--- src/spbc_pkg.sv ---
package spbc_pkg;
	// ----------------------------------------
	// clock and link timing
	// ----------------------------------------
	localparam int CLK_PERIOD_NS = 50;
	localparam int SCK_HALF_NS = 200;
	localparam int SCK_HALF_CYC = (SCK_HALF_NS + CLK_PERIOD_NS - 1) / CLK_PERIOD_NS;
	localparam logic [3:0] SCK_HALF_LAST = 4'(SCK_HALF_CYC - 1);
	localparam int CS_HIGH_NS = 250;
	localparam int CS_HIGH_CYC = (CS_HIGH_NS + CLK_PERIOD_NS - 1) / CLK_PERIOD_NS;
	localparam logic [2:0] CS_HIGH_LAST = 3'(CS_HIGH_CYC - 1);

	// ----------------------------------------
	// device opcodes and framing
	// ----------------------------------------
	localparam logic [7:0] CMD_SEC_PROG = 8'h9b;
	localparam logic [7:0] CMD_SEC_READ = 8'h77;
	localparam logic [7:0] CMD_XFER_B1 = 8'h53;
	localparam logic [7:0] CMD_XFER_B2 = 8'h55;
	localparam logic [7:0] CMD_COMP_B1 = 8'h60;
	localparam logic [7:0] CMD_COMP_B2 = 8'h61;
	localparam logic [7:0] CMD_REWR_B1 = 8'h58;
	localparam logic [7:0] CMD_REWR_B2 = 8'h59;
	localparam logic [7:0] CMD_STATUS = 8'hd7;
	localparam logic [7:0] FILL_BYTE = 8'h00;
	localparam logic [7:0] HDR_LAST = 8'h03;
	localparam logic [7:0] SEC_RD_LAST = 8'h7f;
	localparam logic [6:0] SEC_USER_LAST = 7'h3f;
	localparam int ST_READY_BIT = 7;
	localparam int ST_COMP_BIT = 6;
	localparam int ST_PSIZE_BIT = 0;
	localparam int PAGE_W = 13;
	localparam int SECTOR_LSB = 8;

	// ----------------------------------------
	// controller registers
	// ----------------------------------------
	localparam logic [7:0] REG_CTRL = 8'h00;
	localparam logic [7:0] REG_PAGE = 8'h04;
	localparam logic [7:0] REG_STAT = 8'h08;
	localparam logic [7:0] REG_WBUF = 8'h0c;
	localparam logic [7:0] REG_RBUF = 8'h10;
	localparam logic [7:0] REG_WEAR = 8'h14;
	localparam int CTRL_BUF_BIT = 3;
	localparam int CTRL_LEN_LSB = 8;
	localparam int WBUF_IDX_LSB = 8;
	localparam int STAT_BUSY_BIT = 0;
	localparam int STAT_DONE_BIT = 1;
	localparam int STAT_REFUSED_BIT = 2;
	localparam int STAT_LOCKED_BIT = 3;
	localparam int STAT_WEAR_BIT = 4;
	localparam int STAT_DEV_LSB = 8;
	localparam logic [13:0] WEAR_LIMIT = 14'd10000;

	typedef enum logic [2:0] {
		OP_STATUS = 3'h0,
		OP_SEC_PROG = 3'h1,
		OP_SEC_READ = 3'h2,
		OP_XFER = 3'h3,
		OP_COMP = 3'h4,
		OP_REWR = 3'h5
	} spbc_op_e;
	localparam logic [2:0] OP_LAST = 3'h5;
endpackage

--- src/spbc_byte_if.sv ---
`timescale 1ns/1ps
interface spbc_byte_if;
	logic start;
	logic [7:0] tx;
	logic so_s;
	logic done;
	logic [7:0] rx;
	logic busy;
	logic sck;
	logic si;
	modport seq (output start, output tx, output so_s,
		input done, input rx, input busy, input sck, input si);
	modport eng (input start, input tx, input so_s,
		output done, output rx, output busy, output sck, output si);
endinterface

--- src/spbc_shifter.sv ---
`timescale 1ns/1ps
module spbc_shifter (
	// clock and reset
	input wire logic core_clk,
	input wire logic rst_n,
	// byte channel to the sequencer
	spbc_byte_if.eng bi
);
	import spbc_pkg::*;

	typedef enum logic [2:0] {
		SH_IDLE = 3'b001,
		SH_LOW = 3'b010,
		SH_HIGH = 3'b100
	} spbc_sh_e;

	spbc_sh_e st_q;
	logic [3:0] cnt_q;
	logic [7:0] sh_q;
	logic [7:0] rx_q;
	logic [2:0] bit_q;
	logic sck_q;
	logic si_q;
	logic done_q;
	logic half_end;

	// ----------------------------------------
	// half period divider
	// ----------------------------------------
	assign half_end = (cnt_q == SCK_HALF_LAST);

	// counts only while a byte is on the wire
	always_ff @(posedge core_clk or negedge rst_n) begin
		if (!rst_n) begin
			cnt_q <= 4'h0;
		end else if (st_q == SH_IDLE || half_end) begin
			cnt_q <= 4'h0;
		end else begin
			cnt_q <= cnt_q + 4'h1;
		end
	end

	// ----------------------------------------
	// mode 0 bit engine, msb first
	// ----------------------------------------
	// so is sampled just before sck falls: the two-flop delay then lands
	// the sample two cycles after the rising edge, mid high phase, where the device data is stable
	always_ff @(posedge core_clk or negedge rst_n) begin
		if (!rst_n) begin
			st_q <= SH_IDLE;
			sh_q <= 8'h00;
			rx_q <= 8'h00;
			bit_q <= 3'h0;
			sck_q <= 1'b0;
			si_q <= 1'b0;
			done_q <= 1'b0;
		end else begin
			done_q <= 1'b0;
			unique case (st_q)
				SH_IDLE: if (bi.start) begin
					sh_q <= bi.tx;
					si_q <= bi.tx[7];
					bit_q <= 3'h7;
					st_q <= SH_LOW;
				end
				SH_LOW: if (half_end) begin
					sck_q <= 1'b1;
					st_q <= SH_HIGH;
				end
				SH_HIGH: if (half_end) begin
					sck_q <= 1'b0;
					sh_q <= {sh_q[6:0], bi.so_s};
					si_q <= sh_q[6];
					if (bit_q == 3'h0) begin
						rx_q <= {sh_q[6:0], bi.so_s};
						done_q <= 1'b1;
						st_q <= SH_IDLE;
					end else begin
						bit_q <= bit_q - 3'h1;
						st_q <= SH_LOW;
					end
				end
				default: st_q <= SH_IDLE;
			endcase
		end
	end

	assign bi.busy = (st_q != SH_IDLE);
	assign bi.done = done_q;
	assign bi.rx = rx_q;
	assign bi.sck = sck_q;
	assign bi.si = si_q;
endmodule

--- src/spbc_host.sv ---
// Design decisions made here: the register addresses and strobed register access.
`timescale 1ns/1ps
// Behaviour
// - program sends 9B 00 00 00 then data
// - raise select after data, poll busy
// - read sends 77 plus three dummy bytes
// - transfer uses 53 or 55 plus address
// - 1056 pages: 13 page bits, 11 ignored
// - 1024 pages: address bits 22..10, 10 ignored
// - select low for header; rise starts transfer
// - compare uses 60 or 61 plus address
// - rewrite uses 58 or 59 plus address
// - rewrite sector pages within 10000 operations (not done here: rewrites per sector are only counted, flagged at the 10000th)
module spbc_host (
	// clock and reset
	input wire logic CORE_CLK,
	input wire logic RST_N,
	// register port
	input wire logic [7:0] ADDR,
	input wire logic [31:0] WDATA,
	input wire logic WR,
	input wire logic RD,
	output logic [31:0] RDATA,
	// flash pins
	output logic CS_N,
	output logic SCK,
	output logic SI,
	input wire logic SO
);
	import spbc_pkg::*;

	typedef enum logic [6:0] {
		ST_IDLE = 7'b0000001,
		ST_HDR = 7'b0000010,
		ST_WR = 7'b0000100,
		ST_RD = 7'b0001000,
		ST_GAP = 7'b0010000,
		ST_POLL = 7'b0100000,
		ST_STAT = 7'b1000000
	} spbc_st_e;

	spbc_byte_if bi ();

	spbc_st_e st_q;
	spbc_op_e op_q;
	logic buf2_q;
	logic [PAGE_W-1:0] page_q;
	logic [6:0] len_q;
	logic [7:0] cnt_q;
	logic [2:0] gap_q;
	logic pend_q;
	logic poll_next_q;
	logic cs_n_q;
	logic psize_q;
	logic [7:0] dstat_q;
	logic done_q;
	logic refused_q;
	logic locked_q;
	logic wear_q;
	logic [6:0] ridx_q;
	logic [4:0] wsel_q;
	logic so_m_q;
	logic so_s_q;
	logic [31:0] rdata_q;
	logic [7:0] pbuf [64];
	logic [7:0] rbuf [128];
	logic [13:0] wear_cnt [32];

	logic go;
	logic start_req;
	logic op_legal;
	logic finish;
	logic [7:0] opcode;
	logic [23:0] addr24;
	logic [7:0] hdr_byte;
	logic [7:0] tx_byte;
	logic [6:0] len_last;
	logic [4:0] sector;

	// ----------------------------------------
	// pin synchroniser
	// ----------------------------------------
	always_ff @(posedge CORE_CLK or negedge RST_N) begin
		if (!RST_N) begin
			so_m_q <= 1'b0;
			so_s_q <= 1'b0;
		end else begin
			so_m_q <= SO;
			so_s_q <= so_m_q;
		end
	end

	spbc_shifter u_shifter (
		.core_clk(CORE_CLK),
		.rst_n(RST_N),
		.bi(bi.eng)
	);

	// ----------------------------------------
	// command decode
	// ----------------------------------------
	assign op_legal = (WDATA[2:0] <= OP_LAST);
	// an illegal code or a second user-area program is refused, never sent
	assign start_req = WR && ADDR == REG_CTRL;
	assign go = start_req && op_legal && st_q == ST_IDLE
		&& !(spbc_op_e'(WDATA[2:0]) == OP_SEC_PROG && locked_q);
	assign finish = st_q == ST_GAP && gap_q == CS_HIGH_LAST && !poll_next_q;
	assign sector = page_q[PAGE_W-1:SECTOR_LSB];
	assign len_last = (len_q == 7'h00) ? SEC_USER_LAST : len_q - 7'h01;

	// opcode per operation and buffer
	always_comb begin
		opcode = CMD_STATUS;
		if (op_q == OP_SEC_PROG) opcode = CMD_SEC_PROG;
		if (op_q == OP_SEC_READ) opcode = CMD_SEC_READ;
		if (op_q == OP_XFER) opcode = buf2_q ? CMD_XFER_B2 : CMD_XFER_B1;
		if (op_q == OP_COMP) opcode = buf2_q ? CMD_COMP_B2 : CMD_COMP_B1;
		if (op_q == OP_REWR) opcode = buf2_q ? CMD_REWR_B2 : CMD_REWR_B1;
	end

	// page layout follows the page size last seen in device status
	always_comb begin
		if (psize_q) begin
			addr24 = {1'b0, page_q, 10'h000};
		end else begin
			addr24 = {page_q, 11'h000};
		end
	end

	// header: opcode then three address, filler or dummy bytes
	always_comb begin
		hdr_byte = opcode;
		if (op_q == OP_SEC_PROG || op_q == OP_SEC_READ) begin
			if (cnt_q[1:0] != 2'h0) hdr_byte = FILL_BYTE;
		end else begin
			if (cnt_q[1:0] == 2'h1) hdr_byte = addr24[23:16];
			if (cnt_q[1:0] == 2'h2) hdr_byte = addr24[15:8];
			if (cnt_q[1:0] == 2'h3) hdr_byte = addr24[7:0];
		end
	end

	// byte to shift next; user data only, the factory half is never sent
	always_comb begin
		tx_byte = FILL_BYTE;
		if (st_q == ST_HDR) tx_byte = hdr_byte;
		if (st_q == ST_WR) tx_byte = pbuf[cnt_q[5:0]];
		if (st_q == ST_POLL) tx_byte = CMD_STATUS;
	end

	assign bi.start = pend_q;
	assign bi.tx = tx_byte;
	assign bi.so_s = so_s_q;

	// ----------------------------------------
	// frame sequencer
	// ----------------------------------------
	always_ff @(posedge CORE_CLK or negedge RST_N) begin
		if (!RST_N) begin
			st_q <= ST_IDLE;
			cnt_q <= 8'h00;
			pend_q <= 1'b0;
			poll_next_q <= 1'b0;
			cs_n_q <= 1'b1;
		end else begin
			pend_q <= 1'b0;
			unique case (st_q)
				ST_IDLE: if (go) begin
					cs_n_q <= 1'b0;
					pend_q <= 1'b1;
					cnt_q <= 8'h00;
					st_q <= (spbc_op_e'(WDATA[2:0]) == OP_STATUS) ? ST_POLL : ST_HDR;
				end
				ST_HDR: if (bi.done) begin
					cnt_q <= (cnt_q == HDR_LAST) ? 8'h00 : cnt_q + 8'h01;
					if (cnt_q != HDR_LAST) begin
						pend_q <= 1'b1;
					end else if (op_q == OP_SEC_PROG) begin
						pend_q <= 1'b1;
						st_q <= ST_WR;
					end else if (op_q == OP_SEC_READ) begin
						pend_q <= 1'b1;
						st_q <= ST_RD;
					end else begin
						cs_n_q <= 1'b1;
						poll_next_q <= 1'b1;
						st_q <= ST_GAP;
					end
				end
				// count may exceed 64; the pointer wraps like the device's
				ST_WR: if (bi.done) begin
					if (cnt_q[6:0] == len_last) begin
						cs_n_q <= 1'b1;
						poll_next_q <= 1'b1;
						st_q <= ST_GAP;
					end else begin
						cnt_q <= cnt_q + 8'h01;
						pend_q <= 1'b1;
					end
				end
				ST_RD: if (bi.done) begin
					if (cnt_q == SEC_RD_LAST) begin
						cs_n_q <= 1'b1;
						poll_next_q <= 1'b0;
						st_q <= ST_GAP;
					end else begin
						cnt_q <= cnt_q + 8'h01;
						pend_q <= 1'b1;
					end
				end
				ST_GAP: if (gap_q == CS_HIGH_LAST) begin
					if (poll_next_q) begin
						cs_n_q <= 1'b0;
						pend_q <= 1'b1;
						st_q <= ST_POLL;
					end else begin
						st_q <= ST_IDLE;
					end
				end
				ST_POLL: if (bi.done) begin
					pend_q <= 1'b1;
					st_q <= ST_STAT;
				end
				// the device repeats its status byte while select stays low
				ST_STAT: if (bi.done) begin
					if (bi.rx[ST_READY_BIT]) begin
						cs_n_q <= 1'b1;
						poll_next_q <= 1'b0;
						st_q <= ST_GAP;
					end else begin
						pend_q <= 1'b1;
					end
				end
				default: st_q <= ST_IDLE;
			endcase
		end
	end

	// select stays high for a minimum gap between frames
	always_ff @(posedge CORE_CLK or negedge RST_N) begin
		if (!RST_N) begin
			gap_q <= 3'h0;
		end else if (st_q == ST_GAP) begin
			gap_q <= gap_q + 3'h1;
		end else begin
			gap_q <= 3'h0;
		end
	end

	// ----------------------------------------
	// captured data and flags
	// ----------------------------------------
	// device status byte: compare result and page size kept
	always_ff @(posedge CORE_CLK or negedge RST_N) begin
		if (!RST_N) begin
			dstat_q <= 8'h00;
			psize_q <= 1'b0;
		end else if (st_q == ST_STAT && bi.done) begin
			dstat_q <= bi.rx;
			psize_q <= bi.rx[ST_PSIZE_BIT];
		end
	end

	// the device sram buffer is clobbered; only the host copy survives
	always_ff @(posedge CORE_CLK) begin
		if (st_q == ST_RD && bi.done) rbuf[cnt_q[6:0]] <= bi.rx;
		if (WR && ADDR == REG_WBUF) begin
			pbuf[WDATA[WBUF_IDX_LSB +: 6]] <= WDATA[7:0];
		end
	end

	// sticky flags: a set in the clear cycle wins
	always_ff @(posedge CORE_CLK or negedge RST_N) begin
		if (!RST_N) begin
			done_q <= 1'b0;
			refused_q <= 1'b0;
			locked_q <= 1'b0;
		end else begin
			if (finish) begin
				done_q <= 1'b1;
			end else if (WR && ADDR == REG_STAT && WDATA[STAT_DONE_BIT]) begin
				done_q <= 1'b0;
			end
			if (start_req && !go) begin
				refused_q <= 1'b1;
			end else if (WR && ADDR == REG_STAT && WDATA[STAT_REFUSED_BIT]) begin
				refused_q <= 1'b0;
			end
			if (finish && op_q == OP_SEC_PROG) locked_q <= 1'b1;
		end
	end

	// per-sector operation count; software resets it after refreshing
	always_ff @(posedge CORE_CLK or negedge RST_N) begin
		if (!RST_N) begin
			wear_q <= 1'b0;
			for (int i = 0; i < 32; i++) wear_cnt[i] <= 14'h0000;
		end else begin
			if (WR && ADDR == REG_WEAR) wear_cnt[WDATA[4:0]] <= 14'h0000;
			if (go && spbc_op_e'(WDATA[2:0]) == OP_REWR) begin
				wear_cnt[sector] <= wear_cnt[sector] + 14'h0001;
			end
			if (go && spbc_op_e'(WDATA[2:0]) == OP_REWR
				&& wear_cnt[sector] >= WEAR_LIMIT - 14'h0001) begin
				wear_q <= 1'b1;
			end else if (WR && ADDR == REG_STAT && WDATA[STAT_WEAR_BIT]) begin
				wear_q <= 1'b0;
			end
		end
	end

	// ----------------------------------------
	// register port
	// ----------------------------------------
	// orders are frozen while a frame runs, so the header cannot change
	always_ff @(posedge CORE_CLK or negedge RST_N) begin
		if (!RST_N) begin
			op_q <= OP_STATUS;
			buf2_q <= 1'b0;
			len_q <= 7'h00;
			page_q <= '0;
			ridx_q <= 7'h00;
			wsel_q <= 5'h00;
		end else if (WR) begin
			if (go) begin
				op_q <= spbc_op_e'(WDATA[2:0]);
				buf2_q <= WDATA[CTRL_BUF_BIT];
				len_q <= WDATA[CTRL_LEN_LSB +: 7];
			end
			if (ADDR == REG_PAGE && st_q == ST_IDLE) page_q <= WDATA[PAGE_W-1:0];
			if (ADDR == REG_RBUF) ridx_q <= WDATA[6:0];
			if (ADDR == REG_WEAR) wsel_q <= WDATA[4:0];
		end
	end

	// read data stand the cycle after the strobe only
	always_ff @(posedge CORE_CLK or negedge RST_N) begin
		if (!RST_N) begin
			rdata_q <= 32'h0000_0000;
		end else begin
			rdata_q <= 32'h0000_0000;
			if (RD) begin
				unique case (ADDR)
					REG_CTRL: rdata_q <= {17'h0, len_q, 4'h0, buf2_q, op_q};
					REG_PAGE: rdata_q <= {19'h0, page_q};
					REG_STAT: rdata_q <= {16'h0, dstat_q, 3'h0, wear_q, locked_q,
						refused_q, done_q, st_q != ST_IDLE};
					REG_RBUF: rdata_q <= {24'h0, rbuf[ridx_q]};
					REG_WEAR: rdata_q <= {18'h0, wear_cnt[wsel_q]};
					default: rdata_q <= 32'h0000_0000;
				endcase
			end
		end
	end

	assign RDATA = rdata_q;
	assign CS_N = cs_n_q;
	assign SCK = bi.sck;
	assign SI = bi.si;
endmodule

--- config.mk ---
export PLATFORM = sky130hd
export DESIGN_NAME = spbc_host
export DESIGN_NICKNAME = d
export VERILOG_FILES = /design/src/spbc_pkg.sv /design/src/spbc_byte_if.sv /design/src/spbc_shifter.sv /design/src/spbc_host.sv
export SDC_FILE = /design/constraint.sdc
export NUM_CORES = 2
export LEC_CHECK = 0
export BUFFER_PORTS_ARGS = -buffer_cell sky130_fd_sc_hd__clkbuf_2
export CORE_UTILIZATION = 45
export DETAILED_ROUTE_END_ITERATION = 7
export GPL_ROUTABILITY_DRIVEN = 0
export PLACE_DENSITY_LB_ADDON = 0.12
export REMOVE_ABC_BUFFERS = 1
export SLEW_MARGIN = 25
export SYNTH_ARGS = -nofsm -noshare
export SYNTH_HDL_FRONTEND = slang
export SYNTH_HIERARCHICAL = 1
export SYNTH_SLANG_ARGS = --single-unit
--- constraint.sdc ---
create_clock -name CORE_CLK -period 3.14 [get_ports CORE_CLK]
set_clock_uncertainty 0.15 [all_clocks]
set_input_delay 0.314 -clock CORE_CLK [delete_from_list [all_inputs] [get_ports CORE_CLK]]
set_output_delay 0.314 -clock CORE_CLK [all_outputs]
set_load 0.01 [all_outputs]
Yosys cells after proc, flatten, opt, wreduce, memory -nomap -nowiden --
Memories as Yosys holds them, arrays and structs flattened. Cells that the tools add are included.
Storage, ports and cells: bits in writable memories 1536, register bits after elaboration 580, word-level logic and storage cells 310, latch bits 0, memories kept 2, input bits 45, bits in read-only memories 0
Operators by class: reduce and logical (&&, ||, !) cells 53, add/sub/neg operators 6, muxes and demuxes 124, $mul 0, equality and inequality tests 52, div/mod/pow operators 0, shift-type cells 0, bitwise operators 5, magnitude comparators 7
Memories:
- rbuf | depth 128, bits a word 8, rd ports 1, clocked after Yosys merged registers in 0, write ports 1, RTL line spbc_host.sv:66 | logic [7:0] rbuf [128];
- pbuf | depth 64, bits a word 8, rd ports 1, clocked after Yosys merged registers in 0, write ports 1, RTL line spbc_host.sv:65 | logic [7:0] pbuf [64];
Operators by type and width (count):
- 2-to-1 mux 448 bit | 2
- bitwise AND 448 bit | 1
- bitwise mux 448 bit | 1
- inverter 448 bit | 1
- 2-to-1 mux 8 bit | 19
- binary-select mux 14 bit (select 5 bit) | 2
- demux 14 bit (select 5 bit) | 2
- 2-to-1 mux 7 bit | 15
- 2-to-1 mux 14 bit | 6
- one-hot mux 16 bit (5 select lines) | 1
- 2-to-1 mux 1 bit | 50
- one-hot mux 7 bit (7 select lines) | 1
- 2-to-1 mux 32 bit | 1
- one-hot mux 8 bit (4 select lines) | 1
- 2-to-1 mux 24 bit | 1
- 2-to-1 mux 3 bit | 8
- logical AND 1 bit | 22
- AND reduction 11 bit | 2
- != test 2 x 1 -> 1 bit, second input constant | 10
- != test 2 bit, second input constant | 10
- >= comparator 6 bit, second input constant | 3
- inverter 5 -> 6 bit | 3
- equality test 8 x 4 -> 1 bit, second input constant | 2
- equality test 8 x 5 -> 1 bit, second input constant | 2
- 52 further kinds | 81

Depth between registers and ports, before layout --
depth in word-level cells 15, gate-level depth with buffers 15, depth with buffers taken out 12

By module --
Netlist, hierarchy kept.
By module, submodules not included:
- spbc_host | cells each 5095, times used 1, area each 87081.0 um^2
- spbc_shifter | cells each 117, times used 1, area each 1345.0 um^2

Least setup slack after synthesis --
Ideal clock, no wire load.
kind reg-to-reg, start register u_shifter.rx_q[7] (netlist: u_shifter/bi.rx[7]), end register, netlist name st_q[1], stages on the path, launching flop included 6, setup time 0.125 ns, setup slack -0.212 ns, data arrival time 3.077 ns, cell sequence dfrtp_1 > nor2_1 > or3_1 > a211oi_1 > o21ai_1 > mux2_2
RTL lines:
- start: declaration | RTL line spbc_shifter.sv:20 | logic [7:0] rx_q;
- start signal: assignment | RTL line spbc_shifter.sv:75 | rx_q <= {sh_q[6:0], bi.so_s};

Worst setup path in the final report --
start register page_q[8], end register wear_cnt[251] (netlist name)
On the way: cells in the longest elaborated chain, start to end 7, elaborated cells on any way between the ends 12, those cells by class add/sub (1); order compare (2); mux (7); bitwise (1); reduce/logical (1)
Ends and longest elaborated chain:
- start: declaration | RTL line spbc_host.sv:47 | logic [PAGE_W-1:0] page_q;
- start signal: assignment | RTL line spbc_host.sv:329 | if (ADDR == REG_PAGE && st_q == ST_IDLE) page_q <= WDATA[PAGE_W-1:0];
- inverter 5 -> 6 bit (not written as such) (*) | RTL line spbc_host.sv:300 | wear_cnt[sector] <= wear_cnt[sector] + 14'h0001;
- binary-select mux 14 bit (select 5 bit), or another cell as far along | RTL line spbc_host.sv:300
- 2-to-1 mux 14 bit (not written as such) or logical AND 1 bit (tied branches) | RTL line spbc_host.sv:300
- 2-to-1 mux 14 bit (not written as such) | RTL line spbc_host.sv:300
- adder 14 x 1 -> 14 bit or demux 14 bit (select 5 bit) (tied branches) | RTL line spbc_host.sv:300
- bitwise mux 448 bit (*) | RTL line spbc_host.sv:300
- 2-to-1 mux 448 bit (*) | RTL line spbc_host.sv:299 | if (go && spbc_op_e'(WDATA[2:0]) == OP_REWR) begin
- end signal: indexed assignment | RTL line spbc_host.sv:300
- end: declaration | RTL line spbc_host.sv:67 | logic [13:0] wear_cnt [32];
Every way passes the cells marked *; elsewhere a longest branch is shown, timed or not. The select of a mux whose other input is x is not followed. A chain may end at the register's enable or synchronous reset.

==> summary.md <==
| Metric | Value |
|---|---|
| Asr flop ratio synth | 0.268 |
| Placed insts | 8304 |
| Proportion of synthesized chip area in sequential cells | 0.681 |
| Endpoint type of the worst setup path | flip-flop |
| Leakage power | 35.3 nW |
| Root cell of the clock tree | sky130_fd_sc_hd__clkbuf_16 |
| VDD IR-drop max | 0.467 mV |
| Number of rows created at floorplan | 162 |
| Flip-flop and latch count after synthesis | 2099 |
| Multi-input gate area in the final layout | around 27000 um2 |
| MaxCap Viol Count | 0 |
| Via/cell ratio | 6.19 |
| Die extent in y | 445 um |
| Clk_lat worst skew | just under 0.9 ns |
| Wire length of the first global-routing pass | between 300000 and 400000 um |
| Final setup viols | 330 |
| Detailed Route Iter0 Violations | 6696 |
| Worst Tran Pin Value | 0.946 ns |
| Most used flip-flop cell after synthesis | sky130_fd_sc_hd__edfxtp_1 |
| Clock transition at path regs | ~0.06 ns |
| Most common cell after layout, fill and taps aside | sky130_fd_sc_hd__edfxtp_1 |
| Unrepaired setup endpoints after global routing | true |
| Syn Std Cell Area | 88400 um2 |
| Final sum of negative setup slack | -29.54 ns |
| Initial antenna violation count | 9 |
| Worst Path Required | 3.72 ns |
| HP Class | in2reg |
| Hold Worst Slack | 0.0814 ns |
| Post-route insts no fill | around 8800 |
| Initial Util | 0.453 |
| Synthesis Warnings | 6 |
| Layout area overhead | 22.5% |
| Vias after detailed routing | 54500 |
| Number of slew-limit violations in the final report | 0 |
| Fmax | 297 MHz |
| H-Tree Level Count | 4 |
| Pre-CTS setup slack | -0.707 ns |
| Power consumption | 60.5 mW |
| Failing checks | setup timing |
| Boundary Pins | 80 |
| Status | complete, but fails checks |
| Sequential cell area in the final layout | 60300 um2 |
| Relative slew margins | 0.369 |
| Count of distinct cell types in the synthesized netlist | 90 |
| Post-route minimum period | 3.36 ns |
| Post-route core utilization | 0.555 |
| Startpoint Class | flip-flop |
| Grt ovf | 0 |
| Detailed-route wire length per cell | 30.7 um |
| Clk sink count | 2099 |
| Total wire length | 271000 um |
| Cell area reported after detailed placement | 98700 um2 |
| Crit path setup slack, layout | -0.223 ns |
| Count of flip-flops with a built-in enable after synthesis | 1536 |
| Area of the die | a little under 200000 um2 |
| Ratio of final minimum period to clock period | 1.07 |
| Pin count of the biggest net entering global routing | 86 |
| Total of fill cells in the finished design | 15300 |
| Vias in the first global route | 54100 |
| Type of the worst setup path | reg2reg |
| Number of detailed-route iterations in the first pass | 8 |
| Mean instance size in the synthesized netlist | 17.0 um2 |
| TritonCTS clock tree | built |
| Total power per unit cell area | 558 nW/um2 |
| Net count, final | 6052 |
| Placeable core area | 195000 um2 |
| Commonest cells after routing, fill and taps aside | sky130_fd_sc_hd__edfxtp_1, sky130_fd_sc_hd__buf_4, sky130_fd_sc_hd__dfrtp_1 |
| Final hold violation count | 0 |
| Critical-path maximum fanout | 8 |
| DRC | 0 |
| Inserted Clock Buffers | about 220 |
| DPL Wire Length | 178000 um |
| CP Data Arrival Time | just under 4 ns |
| Overall track demand over capacity in global routing | 0.272 |
| Cell count after synthesis | 5212 |
| Share of final-layout standard cells stronger than drive strength 1 | 0.330 |
| Number of nets with antenna violations after routing | 0 |
| Post-route standard cell area excluding fillers | 108000 um2 |
| Width of the die | 445 um |
| Maximum number of buffers from clock root to sink | 3 |
| Port Buffer Count | 46 |
==> worst max-delay path, stage by stage (launching register included) <==
cell                        delay, ns
sky130_fd_sc_hd__dfrtp_4         0.57
sky130_fd_sc_hd__buf_8           0.17
sky130_fd_sc_hd__buf_12          0.15
sky130_fd_sc_hd__bufbuf_16       0.29
sky130_fd_sc_hd__buf_4           0.13
sky130_fd_sc_hd__mux2i_1         0.23
sky130_fd_sc_hd__o22ai_1         0.12
sky130_fd_sc_hd__nor4_1          0.22
sky130_fd_sc_hd__nand2_1         0.12
sky130_fd_sc_hd__buf_4           0.16
sky130_fd_sc_hd__nand4_4         0.09
sky130_fd_sc_hd__nor4b_4         0.07
sky130_fd_sc_hd__xor2_2          0.20
sky130_fd_sc_hd__buf_6           0.16
sky130_fd_sc_hd__clkbuf_16       0.17
sky130_fd_sc_hd__a22o_1          0.21
==> routing by layer <==
layer	global-route usage	up-vias	wire length, um
met5	0	-	0
met2	0.412	2439	124000
met3	0.0509	401	21800
met4	0.0780	0	7330
li1	-	22900	-
met1	0.401	28800	117000
==> flip-flops by register name, indices dropped and copies added (netlist names), 3 cells and up <==
name,count
rbuf,1024
pbuf,512
wear_cnt,448
RDATA,16
page_q,13
cnt_q,8
dstat_q,8
u_shifter/bi.rx,8
len_q,7
ridx_q,7
st_q,7
u_shifter/sh_q,7
wsel_q,5
u_shifter/cnt_q,4
gap_q,3
op_q,3
u_shifter/bit_q,3
u_shifter/st_q,3
==> where the power goes <==
| group | switching (mW) | leakage [nW] | internal, mW | total [mW] |
|---|---|---|---|---|
| logic | 3.00 | 12.4 | 2.06 | 5.06 |
| clock network | 11.0 | 3.44 | 14.5 | 25.6 |
| registers | 0.145 | 19.4 | 29.7 | 29.8 |
| total | 14.2 | 35.3 | 46.3 | 60.5 |
==> kinds of logic after synthesis <==
| family | synth area share |
|---|---|
| DFF | 0.681 |
| AOI/OAI and AO/OA | 0.0899 |
| muxes | 0.157 |
| and+or+nand+nor | 0.0451 |
| buffers and inverters | 0.0228 |
| xor gates and xnor gates | 0.00246 |
| adders and majority gates | 0.00170 |
| other | 0.0000424 |
==> area by class of cell <==
| type | count | area share |
|---|---|---|
| antenna | 6 | 0.000139 |
| clock inverter | 117 | 0.0118 |
| timing repair buffer | 981 | 0.0933 |
| sequential | 2099 | 0.557 |
| inverter | 22 | 0.000763 |
| tap | 2624 | 0.0303 |
| multi-input combinational | 2676 | 0.253 |
| clock buffer | 282 | 0.0536 |
==> synthesized netlist by cell type (55+ instances only) <==
library cell               number  area [um2]
sky130_fd_sc_hd__a22oi_1      174        1310
sky130_fd_sc_hd__o22ai_1      181        1130
sky130_fd_sc_hd__nor2_1       276        1040
sky130_fd_sc_hd__mux2_2        68         766
sky130_fd_sc_hd__mux2i_1      260        2600
sky130_fd_sc_hd__nand2_1      173         649
sky130_fd_sc_hd__buf_1         57         214
sky130_fd_sc_hd__edfxtp_1    1536       46100
sky130_fd_sc_hd__nor3_1        55         275
sky130_fd_sc_hd__a21oi_1       76         380
sky130_fd_sc_hd__mux4_2       467       10500
sky130_fd_sc_hd__a22o_1       420        3680
sky130_fd_sc_hd__dfrtp_1      560       14000
sky130_fd_sc_hd__clkbuf_1     222         833
sky130_fd_sc_hd__buf_2        116         581
==> repair_timing <==
action                                  in CTS  in global routing
hold buffers                                24                  0
endpoints found under the hold margin      643                  0
gates resized for setup                    170                 96
cloned                                      11                  6
endpoints found under the setup margin     363                408
pin swaps                                   20                 26
setup buffers                               42                 20
==> final timing paths <==
check / start / end / slack [ns] / cells after the start
min: WDATA[5] / pbuf[46][5]$_DFFE_PP_ / 0.08 / 1
min reg2reg: so_m_q$_DFF_PN0_ / bi.so_s$_DFF_PN0_ / 0.26 / 0
max in group asynchronous: RST_N / wear_cnt[28]$_DFF_PN0_ / 1.67 / 5
max reg2reg: page_q[8]$_DFFE_PN0P_ / wear_cnt[251]$_DFF_PN0_ / -0.22 / 15
min in group asynchronous: RST_N / wear_cnt[148]$_DFF_PN0_ / 0.49 / 4
max: page_q[8]$_DFFE_PN0P_ / wear_cnt[251]$_DFF_PN0_ / -0.22 / 15
No activity file was read; power rests on OpenSTA's default activity.
